$ cat config.mk
export PLATFORM = sky130hd
export DESIGN_NAME = oe_encoder
export DESIGN_NICKNAME = d
export VERILOG_FILES = /design/src/design/oe_encoder.v /design/src/design/oe_preset_rom.v
export VERILOG_INCLUDE_DIRS = /design/src /design/src/design
export SDC_FILE = /design/constraint.sdc
export NUM_CORES = 1
export LEC_CHECK = 0
export BUFFER_PORTS_ARGS = -buffer_cell sky130_fd_sc_hd__buf_2
export CORE_ASPECT_RATIO = 1.4
export CORE_MARGIN = 2
export CORE_UTILIZATION = 47
export DETAILED_ROUTE_END_ITERATION = 8
export GPL_TIMING_DRIVEN = 1
export PLACE_DENSITY = 0.76
export REMOVE_ABC_BUFFERS = 1
export SYNTH_ARGS = -nofsm -noshare
export SYNTH_HDL_FRONTEND = slang
export SYNTH_SLANG_ARGS = --single-unit
$ cat constraint.sdc
create_clock -name CLK -period 1.7 [get_ports CLK]
set_input_delay 0.17 -clock CLK [delete_from_list [all_inputs] [get_ports CLK]]
set_output_delay 0.17 -clock CLK [all_outputs]
set_load 0.005 [all_outputs]
$ cat src/design/oe_regs.vh
`ifndef OE_REGS_VH
`define OE_REGS_VH
// apb register offsets
`define OE_CTRL_ADDR 12'h000
`define OE_CUSTOM_ADDR 12'h004
`define OE_WORD_ADDR 12'h008
`define OE_STATUS_ADDR 12'h00C
// control fields
`define OE_CTRL_PRESET_LSB 0
`define OE_CTRL_PRESET_W 3
`define OE_CTRL_CUSTOM_BIT 3
// custom fields
`define OE_XY_LSB 0
`define OE_XY_MSB 3
`define OE_Z_LSB 4
`define OE_Z_MSB 6
`define OE_ALU_LSB 7
`define OE_ALU_MSB 10
`define OE_CIN_BIT 11
`define OE_CY_LSB 12
`define OE_CY_MSB 14
`define OE_WORD_W 15
// xy sources
`define OE_XY_ZERO 4'h0
`define OE_XY_OUT 4'h1
`define OE_XY_CAT 4'h2
`define OE_XY_PROD 4'h3
`define OE_XY_C 4'h4
`define OE_XY_OUTC 4'h5
`define OE_XY_CATC 4'h6
// z sources
`define OE_Z_ZERO 3'h0
`define OE_Z_CASC 3'h1
`define OE_Z_OUT 3'h2
`define OE_Z_C 3'h3
`define OE_Z_CASC17 3'h4
`define OE_Z_OUT17 3'h5
`define OE_SHIFT 17
// alu modes
`define OE_ALU_ADD 4'h0
`define OE_ALU_SUB 4'h3
// carry sources
`define OE_CY_ZERO 3'h0
`define OE_CY_ONE 3'h1
`define OE_CY_EXT 3'h2
`define OE_CY_RCASC_INF 3'h3
`define OE_CY_RCASC_ZERO 3'h4
`define OE_CY_ROUT_INF 3'h5
`define OE_CY_ROUT_ZERO 3'h6
`define OE_CY_WIDE 3'h7
// presets
`define OE_PR_C_PROD 3'h0
`define OE_PR_CASC_PROD 3'h1
`define OE_PR_ACC_PROD 3'h2
`define OE_PR_PROD 3'h3
`define OE_PR_C_CAT 3'h4
`define OE_PR_C_MCAT 3'h5
`define OE_PR_C 3'h6
// reset values
`define OE_CTRL_RST 32'h0000_0000
`define OE_CUSTOM_RST 32'h0000_0000
`endif

$ cat src/design/oe_encoder.v
// Functional notes
// - xy select sits in word bits 3..0, seven sources
// - concatenated operand puts a on top, b below
// - accumulator-plus-c xy choice adds c to output register
// - z select sits in bits 6..4, six sources
// - shifted z sources move arithmetically down seventeen bits
// - carry source field sits in bits 14..12
// - external carry choice feeds carry port into bit 11
// - four rounding choices for cascade or output, infinity or zero
// - seven presets, or custom word from individual fields
`timescale 1ns/1ns
`default_nettype none
module oe_encoder (
    // clock and reset
    input wire CLK,
    input wire RST,
    // apb slave
    input wire PSEL,
    input wire PENABLE,
    input wire PWRITE,
    input wire [11:0] PADDR,
    input wire [31:0] PWDATA,
    output reg [31:0] PRDATA,
    output reg PREADY,
    output reg PSLVERR,
    // external carry
    input wire CARRY_IN,
    // instruction to slice
    output reg [14:0] OPCODE,
    output reg OPCODE_VALID
);
    `include "oe_regs.vh"
    reg [31:0] ctrl_reg;
    reg [31:0] custom_reg;
    reg [14:0] word_next;
    reg [31:0] rd_next;
    reg err_next;
    reg [1:0] settle_reg;
    wire [14:0] preset_word;
    wire custom_on;
    wire [3:0] xy_sel;
    wire [2:0] z_sel;
    wire [2:0] cy_sel;
    wire acc;
    wire legal;
    assign acc = PSEL & PENABLE & ~PREADY;
    assign custom_on = ctrl_reg[`OE_CTRL_CUSTOM_BIT];
    assign xy_sel = custom_reg[`OE_XY_MSB:`OE_XY_LSB];
    assign z_sel = custom_reg[`OE_Z_MSB:`OE_Z_LSB];
    assign cy_sel = custom_reg[`OE_CY_MSB:`OE_CY_LSB];
    assign legal = (xy_sel <= `OE_XY_CATC) && (z_sel <= `OE_Z_OUT17);

    oe_preset_rom u_rom (
        .CLK(CLK),
        .sel(ctrl_reg[2:0]),
        .word(preset_word)
    );

    always @*
    begin
        if (custom_on)
        begin
            // cat code puts a over b
            // code five selects output plus c
            // codes four and five shifted z
            word_next = custom_reg[14:0];
            word_next[`OE_CY_MSB:`OE_CY_LSB] = cy_sel;
            word_next[`OE_CIN_BIT] = (cy_sel == `OE_CY_EXT) ? CARRY_IN : 1'b0;
        end
        else
        begin
            word_next = preset_word;
        end
    end

    // register reads
    always @*
    begin
        rd_next = 32'h0000_0000;
        err_next = 1'b0;
        if (PADDR == `OE_CTRL_ADDR)
            rd_next = {28'h000_0000, ctrl_reg[3:0]};
        else if (PADDR == `OE_CUSTOM_ADDR)
            rd_next = {17'h0_0000, custom_reg[14:0]};
        else if (PADDR == `OE_WORD_ADDR)
            rd_next = {17'h0_0000, OPCODE};
        else if (PADDR == `OE_STATUS_ADDR)
            rd_next = {30'h0000_0000, legal, OPCODE_VALID};
        else
            err_next = 1'b1;
    end

    // apb access
    always @(posedge CLK)
    begin
        if (RST)
        begin
            ctrl_reg <= `OE_CTRL_RST;
            custom_reg <= `OE_CUSTOM_RST;
            PREADY <= 1'b0;
            PRDATA <= 32'h0000_0000;
            PSLVERR <= 1'b0;
        end
        else
        begin
            PREADY <= acc;
            PSLVERR <= acc & err_next;
            if (acc & ~PWRITE)
                PRDATA <= rd_next;
            if (acc & PWRITE & (PADDR == `OE_CTRL_ADDR))
                ctrl_reg <= {28'h000_0000, PWDATA[3:0]};
            if (acc & PWRITE & (PADDR == `OE_CUSTOM_ADDR))
                custom_reg <= {17'h0_0000, PWDATA[14:0]};
        end
    end

    always @(posedge CLK)
    begin
        if (RST)
        begin
            OPCODE <= 15'h0000;
            OPCODE_VALID <= 1'b0;
            settle_reg <= 2'b00;
        end
        else
        begin
            OPCODE <= word_next;
            if (acc & PWRITE)
                settle_reg <= 2'b00;
            else if (settle_reg != 2'b11)
                settle_reg <= settle_reg + 2'b01;
            OPCODE_VALID <= (settle_reg == 2'b11);
        end
    end
endmodule // oe_encoder
`default_nettype wire

$ cat src/design/oe_preset_rom.v
`timescale 1ns/1ns
`default_nettype none
module oe_preset_rom (
    // clock
    input wire CLK,
    // lookup
    input wire [2:0] sel,
    output reg [14:0] word
);
    `include "oe_regs.vh"
    // preset word lookup
    always @(posedge CLK)
    begin
        case (sel)
            `OE_PR_C_PROD: word <= {3'h0, 1'b0, `OE_ALU_ADD, `OE_Z_C, `OE_XY_PROD};
            `OE_PR_CASC_PROD: word <= {3'h0, 1'b0, `OE_ALU_ADD, `OE_Z_CASC, `OE_XY_PROD};
            `OE_PR_ACC_PROD: word <= {3'h0, 1'b0, `OE_ALU_ADD, `OE_Z_OUT, `OE_XY_PROD};
            `OE_PR_PROD: word <= {3'h0, 1'b0, `OE_ALU_ADD, `OE_Z_ZERO, `OE_XY_PROD};
            `OE_PR_C_CAT: word <= {3'h0, 1'b0, `OE_ALU_ADD, `OE_Z_C, `OE_XY_CAT};
            `OE_PR_C_MCAT: word <= {3'h0, 1'b0, `OE_ALU_SUB, `OE_Z_C, `OE_XY_CAT};
            default: word <= {3'h0, 1'b0, `OE_ALU_ADD, `OE_Z_C, `OE_XY_ZERO};
        endcase
    end
endmodule // oe_preset_rom
`default_nettype wire

==> impl_metrics.tcl, run 1 <==
set metrics [dict create \
    post-route-min-period_ns 1.50 \
    seqPwrFrac 0.470 \
    async_reset_ff_frac 0 \
    cp-end-kind "flop" \
    cts_setup_buffers 0 \
    numCtsBuffers 9 \
    rsz0062_at_grt "no" \
    port-buffer-count 65 \
    synth_edf_count 0 \
    drtAntennaViolNets 0 \
    drive_gt1_frac 0.302 \
    num_vias 1957 \
    p_sw_frac 0.208 \
    grt_antenna_before_repair 0 \
    cp.required_ns 1.97 \
    synth_cell_types 40 \
    start_util 0.485 \
    gr-total-overflow 0 \
    pin_count 100 \
    power.density_nw_per_um2 1020 \
    cts_tree "done" \
    fmax_mhz 666 \
    clk_pin_slew_ns 0.07 \
    drv_slew 0 \
    setup_tns_ns 0 \
    crit_fanout 14 \
    clockPowerShare 0.477 \
    finalCritPeriodShare 0.884 \
    grt_pass1_vias 1777 \
    drt_iter0_markers 58 \
    totalWireLength_um 5070 \
    yosysSeqAreaShare 0.503 \
    n_antenna_cell 0 \
    critPathKind "flop to flop" \
    worst_ep_arrival_time_ns 1.77 \
    place_congestion 0.833 \
    die_h_um 87.6 \
    drc_errors 0 \
    cts_root_buffer "clkbuf_8" \
    cts_sinks 59 \
    start_kind "flop" \
    cts_htree_levels 3 \
    synth.avg_cell_area_um2 9.55 \
    die_x_um 63.7 \
    nets 370 \
    total_power_mw 2.99 \
    finalSetupViolCount 0 \
    dieArea_um2 5590 \
    syn2layout_area_growth_pct 25.0 \
    synth_area_um2 2350 \
    grt_use_total 0.187 \
    skew_ns 0.00995 \
    power.switching_mw 0.624 \
    wire_per_inst_um 13.1 \
    row_count 30 \
    syn_inst 246 \
    synthFlopType "dfxtp_1" \
    relSlewSlack 0.305 \
    status "finished, final reports clean" \
    drt_pre_antenna_iters 4 \
    grt_start_max_net_pins 17 \
    hpwl_um 3690 \
    drv_cap 0 \
    leakage_nw 1.26 \
    hold_path_class "primary input to flop" \
    p_int_mw 2.37 \
    ys_ff_latch 59 \
    coreArea_um2 4840 \
    clock_path_buffers 2 \
    r2r_slack_ns 0.20 \
    ctsHoldBuffers 0 \
    hold_violations 0 \
    post-route-util 0.606 \
    worstMarginPinSlew_ns 1.04 \
    grt_pass1_wl_um 7960 \
    yosys_warnings 0 \
    ir_drop_mv 0.727 \
    via_per_inst 5.04 \
    combPwrFrac 0.053 \
    clk_latency_ns 0.33 \
    cts_resized 0 \
]
==> cell type report <==
cell class              count  area [um^2]
well taps                  64         80.1
repair buffers             76          408
flip-flops and latches     59         1180
multi-input cells         169         1020
fillers                   427         1910
clock buffers              12          155
clock inverters             4         72.6
inverters                   4         15.0
==> logic make-up (layout without fill, tap and decap cells) <==
group / count (synthesis) / count (layout) / synth area share
AND/OR/NAND/NOR: 88 / 88 / 0.202
AO/OA/AOI/OAI: 53 / 53 / 0.154
multiplexers: 9 / 9 / 0.0437
other: 1 / 17 / 0.00160
flip-flops: 59 / 59 / 0.503
adder cells (fa/ha/maj): 1 / 1 / 0.00533
buffers and inverters: 34 / 96 / 0.0868
XOR/XNOR: 1 / 1 / 0.00373
==> power by group through the flow <==
stage          Combinational [mW]  Clock [mW]  Sequential [mW]
4_1_cts                     0.159        1.45             1.41
3_5_place_dp                0.159           0             1.44
2_1_floorplan              0.0621           0             1.44
6_report                    0.158        1.43             1.41
3_3_place_gp                0.155           0             1.44
5_1_grt                     0.179        1.51             1.41
==> critical path, cell delays in order, from the launching register on <==
cell	delay, ns
dfxtp_1	0.35
nor3_1	0.09
nor2_1	0.79
a21o_1	0.22
==> path summary, 6_finish.rpt <==
| path | from | end | depth (start not counted) |
|---|---|---|---|
| setup / recovery | PREADY$_SDFF_PP0_ | PRDATA[0]$_SDFFE_PP0P_ | 3 |
| hold / removal | CARRY_IN | OPCODE[11]$_SDFF_PP0_ | 2 |
| setup reg to reg | PREADY$_SDFF_PP0_ | PRDATA[0]$_SDFFE_PP0P_ | 3 |
| hold reg to reg | ctrl_reg[0]$_SDFFE_PP0P_ | u_rom.word[5]$_DFF_P_ | 1 |
==> cell usage after synthesis (all sizes together), types with 4 or more instances <==
cell type	count	share of area
dfxtp	59	0.50
nand2	38	0.061
a21oi	21	0.045
buf	20	0.064
nor2	13	0.021
o2bb2ai	13	0.048
a22oi	11	0.035
clkbuf	10	0.016
and2	9	0.024
mux2i	8	0.034
inv	4	0.0064
nor2b	4	0.011
nor4	4	0.022
==> metrics by stage <==
stage	setup WS (ns)	hold WS [ns]	instance area (um^2)	cells
final	0.198	0.0693	2940	388
after global routing	0.0706	0.0560	2940	388
after CTS	0.139	0.0568	2940	388
after detailed placement	0.0383	0.410	2710	372
after global placement	0.0608	0.404	2710	372
after floorplan	-0.0300	0.239	2220	232
==> cells in the final DEF, fill, tap and decap left out, drive strengths merged, types with 2 or more instances in the layout <==
cell and instances:
buf 76, dfxtp 59, nand2 38, a21oi 21
conb 17, nor2 13, o2bb2ai 13, clkbuf 12
a22oi 11, and2 9, mux2i 8, inv 4
nor2b 4, nor4 4, nand4 3, nor3 3
nand2b 3, a31oi 2, and3 2, a221oi 2
nand3 2, bufinv 2, or4 2
==> metal layers <==
metal | routed length (um) | share of wire | GRT usage | vias up
li1 | - | - | - | 976
met3 | 250 | 0.049 | 0.0514 | 9
met4 | 131 | 0.026 | 0.0949 | 0
met5 | 0 | 0 | 0 | -
met2 | 2590 | 0.51 | 0.336 | 64
met1 | 2100 | 0.41 | 0.202 | 908
No activity file was read; power rests on OpenSTA's default activity.
==> inputs of run 2 (changes only) <==
Settings changed: ABC_AREA set to 1, CORE_UTILIZATION 47 to 48.
==> run 2 against run 1 <==
Clock skew is 0.0071 ns lower; total power is 9.8% lower; critical endpoint is now ctrl_reg[2]$_SDFFE_PP0P_; cell count is 19% higher; register-to-register slack better by 0.10 ns; first-iteration DRC count is 41% higher; clock-buffer cell count is 1 higher; global-route usage is 0.50 points higher; hold slack better by 0.034 ns; cell area is 3.7% higher.
==> impl_metrics.tcl, run 2 <==
set metrics [dict create \
    synth_area_um2 2590 \
    grt_pass1_vias 2060 \
    cp.required_ns 1.91 \
    final_cell_mix "65 x buf_2, 59 x dfxtp_1, 45 x nand2_1" \
    start_util 0.498 \
    met3_wirelength_um 301 \
    clockPowerShare 0.420 \
    critPathKind "flop to flop" \
    totalWireLength_um 5330 \
    drt_pre_antenna_iters 4 \
    crit_fanout 8 \
    cts_setup_buffers 0 \
    crit_slowest_cell "dfxtp_1" \
    pin_count 100 \
    hold_path_class "primary input to flop" \
    drv_cap 0 \
    numCtsBuffers 9 \
    gr-total-overflow 0 \
    clock_path_buffers 2 \
    wl_met1_um 2250 \
    place_congestion 0.840 \
    ctsHoldBuffers 0 \
    combPwrFrac 0.058 \
    power.switching_mw 0.601 \
    port-buffer-count 65 \
    seqPwrFrac 0.522 \
    synth_edf_count 0 \
    min_from "CARRY_IN" \
    total_power_mw 2.70 \
    path_delay_family "simple AND/OR/NAND/NOR gates" \
    synth.avg_cell_area_um2 7.92 \
    clk_pin_slew_ns 0.06 \
    regArea_um2 1180 \
    ys_ff_latch 59 \
    row_count 31 \
    grt_use_total 0.192 \
    cts_htree_levels 3 \
    top_layer "met4" \
    rsz0062_at_grt "no" \
    power.density_nw_per_um2 887 \
    yosys_warnings 0 \
    fmax_mhz 715 \
    hold_violations 0 \
    coreArea_um2 5200 \
    drc_errors 0 \
    wire_per_inst_um 11.5 \
    synth_common_cells "59 x dfxtp_1, 45 x nand2_1, 34 x inv_1" \
    synth_cell_types 27 \
    yosysTopAreaCellShare 0.456 \
    cp-end-kind "flop" \
    drtAntennaViolNets 0 \
    via_per_inst 4.75 \
    nFillCells 510 \
    cts_resized 0 \
    nets 444 \
    dr_wl_met2_um 2650 \
    finalCritPeriodShare 0.823 \
    n_antenna_cell 0 \
    post-route-min-period_ns 1.40 \
    synth_area_leader_cell "dfxtp_1" \
    die_x_um 66.1 \
    drt_iter0_markers 82 \
    cp-startpoint "PREADY$_SDFF_PP0_" \
    async_reset_ff_frac 0 \
    yosys-top-cells-area "dfxtp_1 46%, nand2_1 6.5%, a21oi_1 6.0%" \
    leakage_nw 1.36 \
    syn_inst 327 \
    synth_most_common_cell "dfxtp_1" \
    worst_path_most_repeated_cell "nor2_2" \
    die_h_um 90.9 \
    hpwl_um 4050 \
    skew_ns 0.00283 \
    cp_cell_sequence "nor2_2, inv_1, nor2_2, nand3_1, o21ai_0, a21oi_1" \
    p_sw_frac 0.223 \
    cts_sinks 59 \
    cp_slowest_stage_delay_ns 0.31 \
    mostFrequentLayoutCell "buf_2" \
    fin_hold_ws_ns 0.104 \
    syn2layout_area_growth_pct 17.6 \
    ir_drop_mv 0.565 \
    grt_pass1_wl_um 8910 \
    status "finished, final reports clean" \
    cts_root_buffer "clkbuf_8" \
    start_kind "flop" \
    clk_latency_ns 0.33 \
    yosysSeqAreaShare 0.456 \
    worst_ep_arrival_time_ns 1.61 \
    cts_tree "done" \
    multi_input_area_um2 1090 \
    drv_slew 0 \
    dieArea_um2 6000 \
    r2r_start "PREADY$_SDFF_PP0_" \
    drive_gt1_frac 0.295 \
    num_vias 2201 \
    critical_path_buf_inv_count 1 \
    grt_antenna_before_repair 0 \
    grt_start_max_net_pins 31 \
    p_int_mw 2.10 \
    finalSetupViolCount 0 \
    synthFlopType "dfxtp_1" \
    setup_tns_ns 0 \
]
==> run 2: worst min-delay path, cell delays in order <==
cell	delay, ns
buf_2	0.10
nand3_1	0.07
nor3_1	0.04
==> run 2: path summary, 6_finish.rpt <==
check                                                 to  slack (ns)  depth (start not counted)
worst max register to register  ctrl_reg[2]$_SDFFE_PP0P_        0.30                          6
worst min-delay path               OPCODE[11]$_SDFF_PP0_        0.10                          3
worst max-delay path            ctrl_reg[2]$_SDFFE_PP0P_        0.30                          6
worst min register to register     u_rom.word[1]$_DFF_P_        0.41                          1
==> run 2: cell type report <==
type / instances / share of cell area
Clock buffer: 13 / 0.0555
Tap cell: 66 / 0.0271
Timing Repair Buffer: 71 / 0.122
Sequential cell: 59 / 0.388
Clock inverter: 2 / 0.00329
Multi-Input combinational cell: 215 / 0.359
Inverter: 37 / 0.0456
==> run 2: metal layers <==
layer,up-vias,global-route usage
met5,-,0
met4,0,0.100
met3,10,0.0349
met2,75,0.327
met1,960,0.225
li1,1156,-
==> run 2: cells by family after synthesis <==
kind of cell | count (synthesis) | share of synthesized area
muxes | 1 | 0.00387
xor gates and xnor gates | 1 | 0.00338
adders and majority gates | 1 | 0.00483
and+or+nand+nor | 116 | 0.208
AOI/OAI and AO/OA | 79 | 0.177
buffers and inverters | 69 | 0.145
DFF | 59 | 0.456
other | 1 | 0.00145
==> run 2: power groups by stage <==
stage / registers, mW / clock network (mW) / logic (mW)
finish: 1.41 / 1.13 / 0.157
CTS: 1.41 / 1.14 / 0.158
detailed placement: 1.44 / 0 / 0.157
global placement: 1.44 / 0 / 0.153
floorplan: 1.44 / 0 / 0.0793
global route: 1.41 / 1.22 / 0.180
==> run 2: stage by stage <==
step           std cells  utilization  area [um^2]  setup WS, ns
2_1_floorplan        311            -         2410         0.270
3_3_place_gp         448        0.551         2870         0.232
3_5_place_dp         448        0.551         2870         0.196
4_1_cts              463        0.586         3040         0.307
5_1_grt              463        0.586         3040         0.153
6_report             463        0.586         3040         0.300
